`config.mk`:
```
export PLATFORM = sky130hd
export DESIGN_NAME = dpw_device_flat
export DESIGN_NICKNAME = d
export VERILOG_FILES = /design/src/dpw_pkg.sv /design/src/dpw_link_if.sv /design/src/dpw_sync2.sv /design/src/dpw_device.sv /design/src/flat_wrapper.sv
export SDC_FILE = /design/constraint.sdc
export NUM_CORES = 1
export LEC_CHECK = 0
export ABC_CLOCK_PERIOD_IN_PS = 6200
export BUFFER_PORTS_ARGS = -buffer_cell sky130_fd_sc_hd__buf_2
export CORE_AREA = 5 5 411 413
export CTS_BUF_LIST = sky130_fd_sc_hd__clkbuf_2
export DETAILED_ROUTE_END_ITERATION = 6
export DIE_AREA = 0 0 416 418
export GPL_ROUTABILITY_DRIVEN = 0
export PLACE_DENSITY = 0.31
export SETUP_SLACK_MARGIN = 0.05
export SYNTH_ARGS = -nofsm -noshare
export SYNTH_HDL_FRONTEND = slang
export SYNTH_SLANG_ARGS = --single-unit
```
`constraint.sdc`:
```
create_clock -name ref_clk_in -period 6.2 [get_ports ref_clk_in]
set_input_delay 1.24 -clock ref_clk_in [delete_from_list [all_inputs] [get_ports ref_clk_in]]
set_output_delay 1.24 -clock ref_clk_in [all_outputs]
set_load 0.05 [all_outputs]
```
`src/dpw_pkg.sv`:
```
// Package: constants shared by the digipot serial device end and the host end.
// Assumes a 16-bit frame: command in bits 13:10, data in bits 9:0.
package dpw_pkg;
  localparam int          FRAME_BITS      = 16;
  localparam int          DATA_BITS       = 10;
  localparam int          CMD_LSB         = 10;
  localparam int          CMD_BITS        = 4;
  localparam int          CTRL_BITS       = 4;
  localparam int          OTP_DEPTH       = 20;
  localparam int          OTP_PTR_BITS    = 5;
  localparam logic [3:0]  CMD_NOP         = 4'h0;
  localparam logic [3:0]  CMD_WRITE_WIPER = 4'h1;
  localparam logic [3:0]  CMD_READ_WIPER  = 4'h2;
  localparam logic [3:0]  CMD_STORE_OTP   = 4'h3;
  localparam logic [3:0]  CMD_SOFT_RESET  = 4'h4;
  localparam logic [3:0]  CMD_READ_OTP    = 4'h5;
  localparam logic [3:0]  CMD_WRITE_CTRL  = 4'h6;
  localparam logic [3:0]  CMD_READ_CTRL   = 4'h7;
  localparam logic [15:0] SDO_HIZ_WORD    = 16'h8001;
  localparam logic [15:0] NOP_WORD        = 16'h0000;
  localparam logic [3:0]  CTRL_RESET      = 4'h0;
  localparam int          CTRL_OTP_EN     = 0;
  localparam int          CTRL_UNLOCK     = 1;
  localparam int          CTRL_CAL_DIS    = 2;
  localparam int          CTRL_FUSE_OK    = 3;
  localparam logic [4:0]  OTP_STAT_LO     = 5'h14;
  localparam logic [4:0]  OTP_STAT_HI     = 5'h15;
  localparam int          SCLK_DIV        = 20;
  localparam int          CHAIN_DEVICES   = 1;
endpackage : dpw_pkg

```
`src/dpw_link_if.sv`:
```
// Interface: serial link between host and digipot device end.
// Resolves the open-drain data out here with a modelled pull-up: sdo_line is low only while sdo_oe drives a low.
`timescale 1ns/100ps
`default_nettype none
interface dpw_link_if;
  logic sclk;
  logic sync_n;
  logic din;
  logic sdo_o;
  logic sdo_oe;
  logic sdo_line;
  assign sdo_line = ~(sdo_oe & ~sdo_o);
  modport device (input sclk, input sync_n, input din, input sdo_line, output sdo_o, output sdo_oe);
  modport host   (output sclk, output sync_n, output din, input sdo_line);
endinterface : dpw_link_if
`default_nettype wire

```
`src/dpw_sync2.sv`:
```
// Two-flop synchroniser for link pins entering the reference clock domain.
// Assumes asynchronous inputs; output is two edges late.
`timescale 1ns/100ps
`default_nettype none
module dpw_sync2
  import dpw_pkg::*;
#(
  parameter int WIDTH = 1,
  parameter logic [WIDTH-1:0] INIT = '0
) (
  input  wire logic             ref_clk_in,
  input  wire logic             rst_in,
  input  wire logic [WIDTH-1:0] async_in,
  output logic      [WIDTH-1:0] sync_out
);
  logic [WIDTH-1:0] meta;
  always_ff @(posedge ref_clk_in) begin
    if (rst_in) begin
      meta     <= INIT;
      sync_out <= INIT;
    end else begin
      meta     <= async_in;
      sync_out <= meta;
    end
  end
endmodule : dpw_sync2
`default_nettype wire

```
`src/dpw_device.sv`:
```
// Device end: shift register, wiper code register, OTP wiper memory, control bits, open-drain readback.
// Assumes link pins arrive asynchronously and are sampled by ref_clk_in (much faster than sclk).
//
// The register addresses and the address-and-strobe port were left to the implementer.
`timescale 1ns/100ps
`default_nettype none
// Functional notes
// [RQ1] Reset pin rise loads latest OTP value
// [RQ2] Command 4 performs same reset
// [RQ3] Empty OTP resets wiper to midscale
// [RQ4] Every reset restores control defaults
// [RQ5] Control defaults are all zero
// [RQ6] Commands 2,5,7 read wiper, OTP, control
// [RQ7] Readback appears next frame, low 10 bits
// [RQ8] Output data changes on sclk rise
// [RQ9] Output is open drain: low or released
// [RQ10] 0x8001 then NOP floats output
// [RQ11] Chain of two shifts 32 bits
// [RQ12] Host holds select low whole frame
// [RQ13] Host may slow clock for chains
// [RQ14] Code decodes to one tap
// [RQ15] Calibration mode active by default, bit-controlled
// [RQ16] Calibration bit zero means calibration mode
// [RQ17] Divider use should disable calibration
// [RQ18] Power-on preset loads from OTP
// [RQ19] Wiper width parameter, upper bits ignored
module dpw_device
  import dpw_pkg::*;
#(
  parameter int CODE_BITS = 10,
  parameter int TAPS      = 1 << CODE_BITS
) (
  input  wire logic                 ref_clk_in,
  input  wire logic                 rst_in,
  dpw_link_if.device                link,
  input  wire logic                 hw_reset_n_in,
  output logic      [CODE_BITS-1:0] wiper_code_register_out,
  output logic      [TAPS-1:0]      wiper_tap_out,
  output logic                      tolerance_cal_active_out,
  output logic                      otp_program_enable_out,
  output logic                      wiper_write_unlock_out,
  output logic                      fuse_program_ok_out,
  output logic                      sdo_hiz_out,
  output logic      [OTP_PTR_BITS-1:0] otp_used_out
);
  localparam logic [CODE_BITS-1:0] MIDSCALE = CODE_BITS'(TAPS / 2);

  logic [2:0] pins_s;
  logic       sclk_d;
  logic       sync_n_d;
  logic       rst_pin_d;
  dpw_sync2 #(.WIDTH(3), .INIT(3'h7)) u_sync (
    .ref_clk_in (ref_clk_in),
    .rst_in     (rst_in),
    .async_in   ({link.sclk, link.sync_n, hw_reset_n_in}),
    .sync_out   (pins_s)
  );
  wire sclk_s   = pins_s[2];
  wire sync_n_s = pins_s[1];
  wire rst_pin  = pins_s[0];
  wire din_s;
  dpw_sync2 #(.WIDTH(1)) u_din (
    .ref_clk_in (ref_clk_in),
    .rst_in     (rst_in),
    .async_in   (link.din),
    .sync_out   (din_s)
  );

  wire sclk_rise = sclk_s & ~sclk_d;
  wire sclk_fall = ~sclk_s & sclk_d;
  wire frame_end = sync_n_s & ~sync_n_d;
  wire frame_on  = ~sync_n_s;

  logic [FRAME_BITS-1:0]   shreg;
  logic [FRAME_BITS-1:0]   out_word;
  logic [DATA_BITS-1:0]    otp_mem [OTP_DEPTH];
  logic [OTP_PTR_BITS-1:0] otp_count;
  logic [CTRL_BITS-1:0]    ctrl;
  logic [CODE_BITS-1:0]    wiper;
  logic                    hiz_armed;
  logic                    hiz;
  logic                    sdo_bit;
  logic                    por_pending;

  wire [CMD_BITS-1:0]  cmd   = shreg[CMD_LSB +: CMD_BITS];
  wire [DATA_BITS-1:0] data  = shreg[DATA_BITS-1:0];
  wire [CODE_BITS-1:0] code  = data[CODE_BITS-1:0]; // see [RQ19]
  wire [OTP_PTR_BITS-1:0] sel = data[OTP_PTR_BITS-1:0];
  wire otp_empty = (otp_count == '0);
  wire [CODE_BITS-1:0] otp_latest = otp_empty ? MIDSCALE // see [RQ3]
                                   : otp_mem[otp_count - OTP_PTR_BITS'(1)][CODE_BITS-1:0];
  wire rst_pin_rise = rst_pin & ~rst_pin_d;
  wire do_cmd       = frame_end & ~hiz_armed;
  wire soft_reset   = do_cmd & (cmd == CMD_SOFT_RESET);
  wire any_reset    = rst_pin_rise | soft_reset | por_pending; // see [RQ1] see [RQ2] see [RQ18]
  wire otp_full     = (otp_count == OTP_PTR_BITS'(OTP_DEPTH));
  wire do_store     = do_cmd & (cmd == CMD_STORE_OTP) & ctrl[CTRL_OTP_EN] & ~otp_full;

  function automatic logic [DATA_BITS-1:0] thermo(input int n);
    logic [DATA_BITS-1:0] t;
    t = '0;
    for (int i = 0; i < DATA_BITS; i++) t[i] = (i < n);
    return t;
  endfunction : thermo

  // Readback word for the next frame
  logic [DATA_BITS-1:0] rd_data;
  always_comb begin
    rd_data = '0;
    unique case (cmd)
      CMD_READ_WIPER: rd_data = DATA_BITS'(wiper);
      CMD_READ_CTRL:  rd_data = DATA_BITS'(ctrl);
      CMD_READ_OTP: begin
        if (sel == OTP_STAT_LO) rd_data = thermo(int'(otp_count));
        else if (sel == OTP_STAT_HI) rd_data = thermo(int'(otp_count) - DATA_BITS);
        else if (sel < OTP_PTR_BITS'(OTP_DEPTH)) rd_data = otp_mem[sel];
      end
      default: rd_data = shreg[DATA_BITS-1:0];
    endcase
  end
  wire is_read = (cmd == CMD_READ_WIPER) | (cmd == CMD_READ_OTP) | (cmd == CMD_READ_CTRL);
  wire [FRAME_BITS-1:0] next_out_word = is_read ? {{(FRAME_BITS-DATA_BITS){1'b0}}, rd_data} // see [RQ6] see [RQ7]
                                                : shreg; // see [RQ11]

  always_ff @(posedge ref_clk_in) begin
    if (rst_in) begin
      sclk_d <= 1'b1; sync_n_d <= 1'b1; rst_pin_d <= 1'b1;
      shreg <= '0; out_word <= '0; sdo_bit <= 1'b1;
      hiz_armed <= 1'b0; hiz <= 1'b0; por_pending <= 1'b1;
      otp_count <= '0; ctrl <= CTRL_RESET; wiper <= MIDSCALE;
    end else begin
      sclk_d <= sclk_s; sync_n_d <= sync_n_s; rst_pin_d <= rst_pin;
      por_pending <= 1'b0;
      if (frame_on && sclk_fall) shreg <= {shreg[FRAME_BITS-2:0], din_s};
      if (frame_on && sclk_rise) begin
        sdo_bit  <= out_word[FRAME_BITS-1]; // see [RQ8]
        out_word <= {out_word[FRAME_BITS-2:0], 1'b0};
      end
      if (frame_end) begin
        // Top bit goes out now; each following rise presents the next one
        out_word <= {next_out_word[FRAME_BITS-2:0], 1'b0};
        sdo_bit  <= next_out_word[FRAME_BITS-1];
        hiz_armed <= (shreg == SDO_HIZ_WORD);
        if (hiz_armed && shreg == NOP_WORD) hiz <= 1'b1; // see [RQ10]
        else if (!hiz_armed) hiz <= 1'b0;
      end
      if (do_store) begin
        otp_mem[otp_count] <= DATA_BITS'(wiper);
        otp_count <= otp_count + OTP_PTR_BITS'(1);
        ctrl[CTRL_FUSE_OK] <= 1'b1;
      end
      if (do_cmd && cmd == CMD_WRITE_CTRL) ctrl <= (data[CTRL_BITS-1:0] & ~(CTRL_BITS'(1) << CTRL_FUSE_OK))
                                                  | (ctrl & (CTRL_BITS'(1) << CTRL_FUSE_OK));
      if (do_cmd && cmd == CMD_WRITE_WIPER && ctrl[CTRL_UNLOCK]) wiper <= code;
      if (any_reset) begin
        wiper <= otp_latest; // see [RQ1] see [RQ18]
        ctrl  <= CTRL_RESET; // see [RQ4] see [RQ5]
      end
    end
  end

  // One-hot tap select
  genvar g;
  generate
    for (g = 0; g < TAPS; g++) begin : g_tap
      assign wiper_tap_out[g] = (wiper == CODE_BITS'(g)); // see [RQ14]
    end
  endgenerate

  assign link.sdo_o  = 1'b0;
  assign link.sdo_oe = ~hiz & ~sdo_bit; // see [RQ9]
  assign wiper_code_register_out  = wiper;
  assign tolerance_cal_active_out = ~ctrl[CTRL_CAL_DIS]; // see [RQ15] see [RQ16]
  assign otp_program_enable_out   = ctrl[CTRL_OTP_EN];
  assign wiper_write_unlock_out   = ctrl[CTRL_UNLOCK];
  assign fuse_program_ok_out      = ctrl[CTRL_FUSE_OK];
  assign sdo_hiz_out              = hiz;
  assign otp_used_out             = otp_count;
endmodule : dpw_device
`default_nettype wire

```
`src/flat_wrapper.sv`:
```
// flat-port wrapper written by rule: the top's interface ports become plain ports
module dpw_device_flat import dpw_pkg::*;
#(
  parameter int CODE_BITS = 10,
  parameter int TAPS      = 1 << CODE_BITS
)
  (ref_clk_in, rst_in, hw_reset_n_in, wiper_code_register_out, wiper_tap_out, tolerance_cal_active_out, otp_program_enable_out, wiper_write_unlock_out, fuse_program_ok_out, sdo_hiz_out, otp_used_out, link_sclk, link_sync_n, link_din, link_sdo_o, link_sdo_oe);
  dpw_link_if link_i ();
  input  wire logic ref_clk_in;
  input  wire logic rst_in;
  input  wire logic hw_reset_n_in;
  output logic      [CODE_BITS-1:0] wiper_code_register_out;
  output logic      [TAPS-1:0] wiper_tap_out;
  output logic tolerance_cal_active_out;
  output logic otp_program_enable_out;
  output logic wiper_write_unlock_out;
  output logic fuse_program_ok_out;
  output logic sdo_hiz_out;
  output logic      [OTP_PTR_BITS-1:0] otp_used_out;
  input wire logic [$bits(link_i.sclk)-1:0] link_sclk;
  input wire logic [$bits(link_i.sync_n)-1:0] link_sync_n;
  input wire logic [$bits(link_i.din)-1:0] link_din;
  output wire logic [$bits(link_i.sdo_o)-1:0] link_sdo_o;
  output wire logic [$bits(link_i.sdo_oe)-1:0] link_sdo_oe;
  assign link_i.sclk = link_sclk;
  assign link_i.sync_n = link_sync_n;
  assign link_i.din = link_din;
  assign link_sdo_o = link_i.sdo_o;
  assign link_sdo_oe = link_i.sdo_oe;
  dpw_device #(.CODE_BITS(CODE_BITS), .TAPS(TAPS)) u_core (.ref_clk_in(ref_clk_in), .rst_in(rst_in), .link(link_i), .hw_reset_n_in(hw_reset_n_in), .wiper_code_register_out(wiper_code_register_out), .wiper_tap_out(wiper_tap_out), .tolerance_cal_active_out(tolerance_cal_active_out), .otp_program_enable_out(otp_program_enable_out), .wiper_write_unlock_out(wiper_write_unlock_out), .fuse_program_ok_out(fuse_program_ok_out), .sdo_hiz_out(sdo_hiz_out), .otp_used_out(otp_used_out));
endmodule
```
==> impl_results.md <==
- Cell Chain, Critical Path: nand2b_1 -> nor2_1 -> nand2_1 -> nor2_1 -> buf_2
- Share of cells above drive strength 1: 42.4%
- Unrepaired setup endpoints after global routing: no
- R2r setup slk: 2320 ps
- Clock-pin slew on the worst setup and hold paths: 100 ps
- Cell area after synthesis: 0.0186 mm^2
- Most frequent cell after synthesis: nor2_1
- CP bufs+invs: 1
- Rows: 149
- GRT Total Usage: 22.7%
- CTS HTree Levels: 3
- Final worst setup slack: 354 ps
- Setup CP Type: reg2out
- Hold Crit Depth: 1
- Clock tree buffer depth: 3
- Top cells by area, synth: edfxtp_1 (32%), nor2_1 (22%), mux4_2 (13%), dfxtp_1 (7.5%), nand2_1 (7.0%)
- Clock Latency Late Sink: 1120 ps
- Clock root buffer: clkbuf_2
- Final nets: 3,388
- Hold_buf cts: 0
- Antenna Violating Nets Remaining: 0
- Initial drt markers: 2,119
- CP max stage delay: 820 ps
- First-pass GRT wire length: 257,000 um
- Largest delay share family, worst path: simple AND/OR/NAND/NOR gates
- Leak: 11.7 nW
- Fmax: 0.171 GHz
- Hold endpoint: u_core.u_sync.sync_out[0]
- Clk sinks: 270
- Worst path slowest cell: dfxtp_2
- Die Wd: 416 um
- Leading area contributor after synthesis: edfxtp_1
- Die area: 0.174 mm^2
- Core area: 0.164 mm^2
- Reg2reg path depth: 8
- DRT Pass-1 Iters: 5
- CP endpoint kind: output port
- DP HPWL: 171,000 um
- # setup viols final: 0
- Synth Instances: 2,384
- Pwr Density: 129 mW/mm^2
- Max_slew headroom: 16.5%
- Async S/R FF share, synth: 0%
- Sequential share of the synthesized area: 39.8%
- Final non-filler cell total: 5,621
- Levels on crit path: 5
- Routed wire length: 209,000 um
- Synth cell types: 74
- Crit start category: flip-flop
- Initial antenna violation count: 11
- Max Slew Vio Count: 0
- Worst-margin pin slew: 1220 ps
- Vias per cell: 4.14
- Yosys warning total: 0
- Total gr overflow: 0
- Cts bufs inserted: 79
- CP required: 4960 ps
- Worst R2R End: u_core.wiper_code_register_out[0]
- Crit share post-route: 94.3%
- Hold WC Path Type: reg2reg
- Placed Cells: 5,479
- Final hold vios: 0
- Fill count: 19,269
- I/O Pins: 1,052
- Primary FF master, synth: edfxtp_1
- Most instantiated cells after synthesis: nor2_1 (1,107), nand2_1 (349), edfxtp_1 (200), clkbuf_1 (161), mux4_2 (104)
- HP Start: u_core.u_sync.meta[0]
- Area added between synthesis and finish: 46.5%
- Pin count of the biggest net entering global routing: 169
- CTS tree: built
- Cell mode on critical path: nor2_1
- Reg2reg start: u_core.otp_used_out[2]
- Routed via count: 23,250
- Pre-CTS setup slack: 1590 ps
- Max-cap violations: 0
- # resized after CTS: 0
- Min Tclk post-route: 5850 ps
- Post-CTS setup buffers: 0
- Flops & latches, synth: 270
- Peak VDD IR: 86.5 uV
- Wire per inst: 37.3 um
- Post-synth EDFFs: 200
- Mapped Avg Cell Area: 7.81 um^2
- Post-Syn Nets: 2,401
- Die height: 418 um
- Vias in the first global route: 22,472
- CP arrival: 4610 ps
- Fin Clk Skew: 152 ps
- Post-route DRC: 0
- Port bufs: 1,050
- Setup TNS: 0 ps
- Starting Density: 11.3%
- Status: complete, no violations
- CP max FO: 30
- Post-synth top area share: 32.2%
## power breakdown
group          internal, mW  total (mW)  switching, mW
combinational        0.0404       0.233          0.193
clock                 0.482        1.33          0.844
sequential             1.94        1.95         0.0172
## metal layers
metal / GRT usage, % / up-vias / wire [um]
met2: 38.0 / 1275 / 99200
met3: 4.96 / 279 / 13400
li1: - / 9955 / -
met5: 0 / - / 0
met4: 16.4 / 0 / 18600
met1: 25.6 / 11741 / 78200
## sequential cells by signal (all words and copies together) (netlist names), 3 cells and up, named ones only
signal / cells
u_core.wiper_code_register_out: 10
u_core.otp_mem: 200
u_core.ctrl: 4
u_core.shreg: 16
u_core.out_word: 15
u_core.otp_used_out: 5
u_core.u_sync.sync_out: 3
u_core.u_sync.meta: 3
## stage by stage
stage | hold WS (ps) | instance area (um^2) | util [%] | total power [mW]
after global placement | 402 | 26600 | 16.2 | 2.23
after global routing | 364 | 27300 | 16.6 | 3.67
after floorplan | 389 | 18600 | - | 2.12
after CTS | 345 | 27300 | 16.6 | 3.56
final | 424 | 27300 | 16.6 | 3.51
after detailed placement | 398 | 26600 | 16.2 | 2.23
## cell type report
cell class / count / area, um^2 / area share (%)
Inverter: 13 / 48.8 / 0.179
Timing Repair Buffer: 1130 / 5930 / 21.7
Clock inverter: 26 / 121 / 0.445
Sequential cell: 270 / 7420 / 27.2
Tap cell: 2189 / 2740 / 10.0
Clock buffer: 109 / 546 / 2.00
Antenna cell: 7 / 17.5 / 0.0642
Multi-Input combinational cell: 1877 / 10500 / 38.3
## layout by cell type, fill, tap and decap left out, types with 7 or more instances in the layout
cell / n
mux4_2: 104
ha_1: 10
a221oi_1: 16
nor2_2: 17
edfxtp_1: 200
buf_2: 1050
buf_4: 74
nor2_4: 8
diode_2: 7
mux2_2: 19
a222oi_1: 9
clkbuf_2: 109
nor3_2: 12
dfxtp_2: 7
nand2_1: 348
nand2b_1: 19
nor3_1: 12
o21ai_1: 11
dfxtp_1: 61
clkinv_1: 17
o21ai_0: 16
nor2_1: 1082
nor2b_1: 10
a21oi_1: 35
o22ai_1: 7
mux2i_1: 16
inv_1: 13
or2_2: 10
## logic make-up after synthesis
logic type      Yosys count  share of synthesized area [%]
simple gates           1570                           33.4
flops                   270                           39.8
buf+inv                 237                           5.31
compound gates          148                           5.70
mux                     140                           14.6
fa+ha+maj                11                          0.739
xor+xnor                  7                          0.369
other cells               1                         0.0201
## worst max-delay path by stage
stage	end	from	slack [ps]
floorplan	wiper_tap_out[192]	u_core.wiper_code_register_out[7]	2120
global placement	wiper_tap_out[914]	u_core.wiper_code_register_out[7]	1620
detailed placement	wiper_tap_out[921]	u_core.wiper_code_register_out[7]	1590
CTS	wiper_tap_out[921]	u_core.wiper_code_register_out[7]	420
global route	wiper_tap_out[914]	u_core.wiper_code_register_out[7]	140
finish	wiper_tap_out[914]	u_core.wiper_code_register_out[7]	350
(Power assumes the default switching activity.)
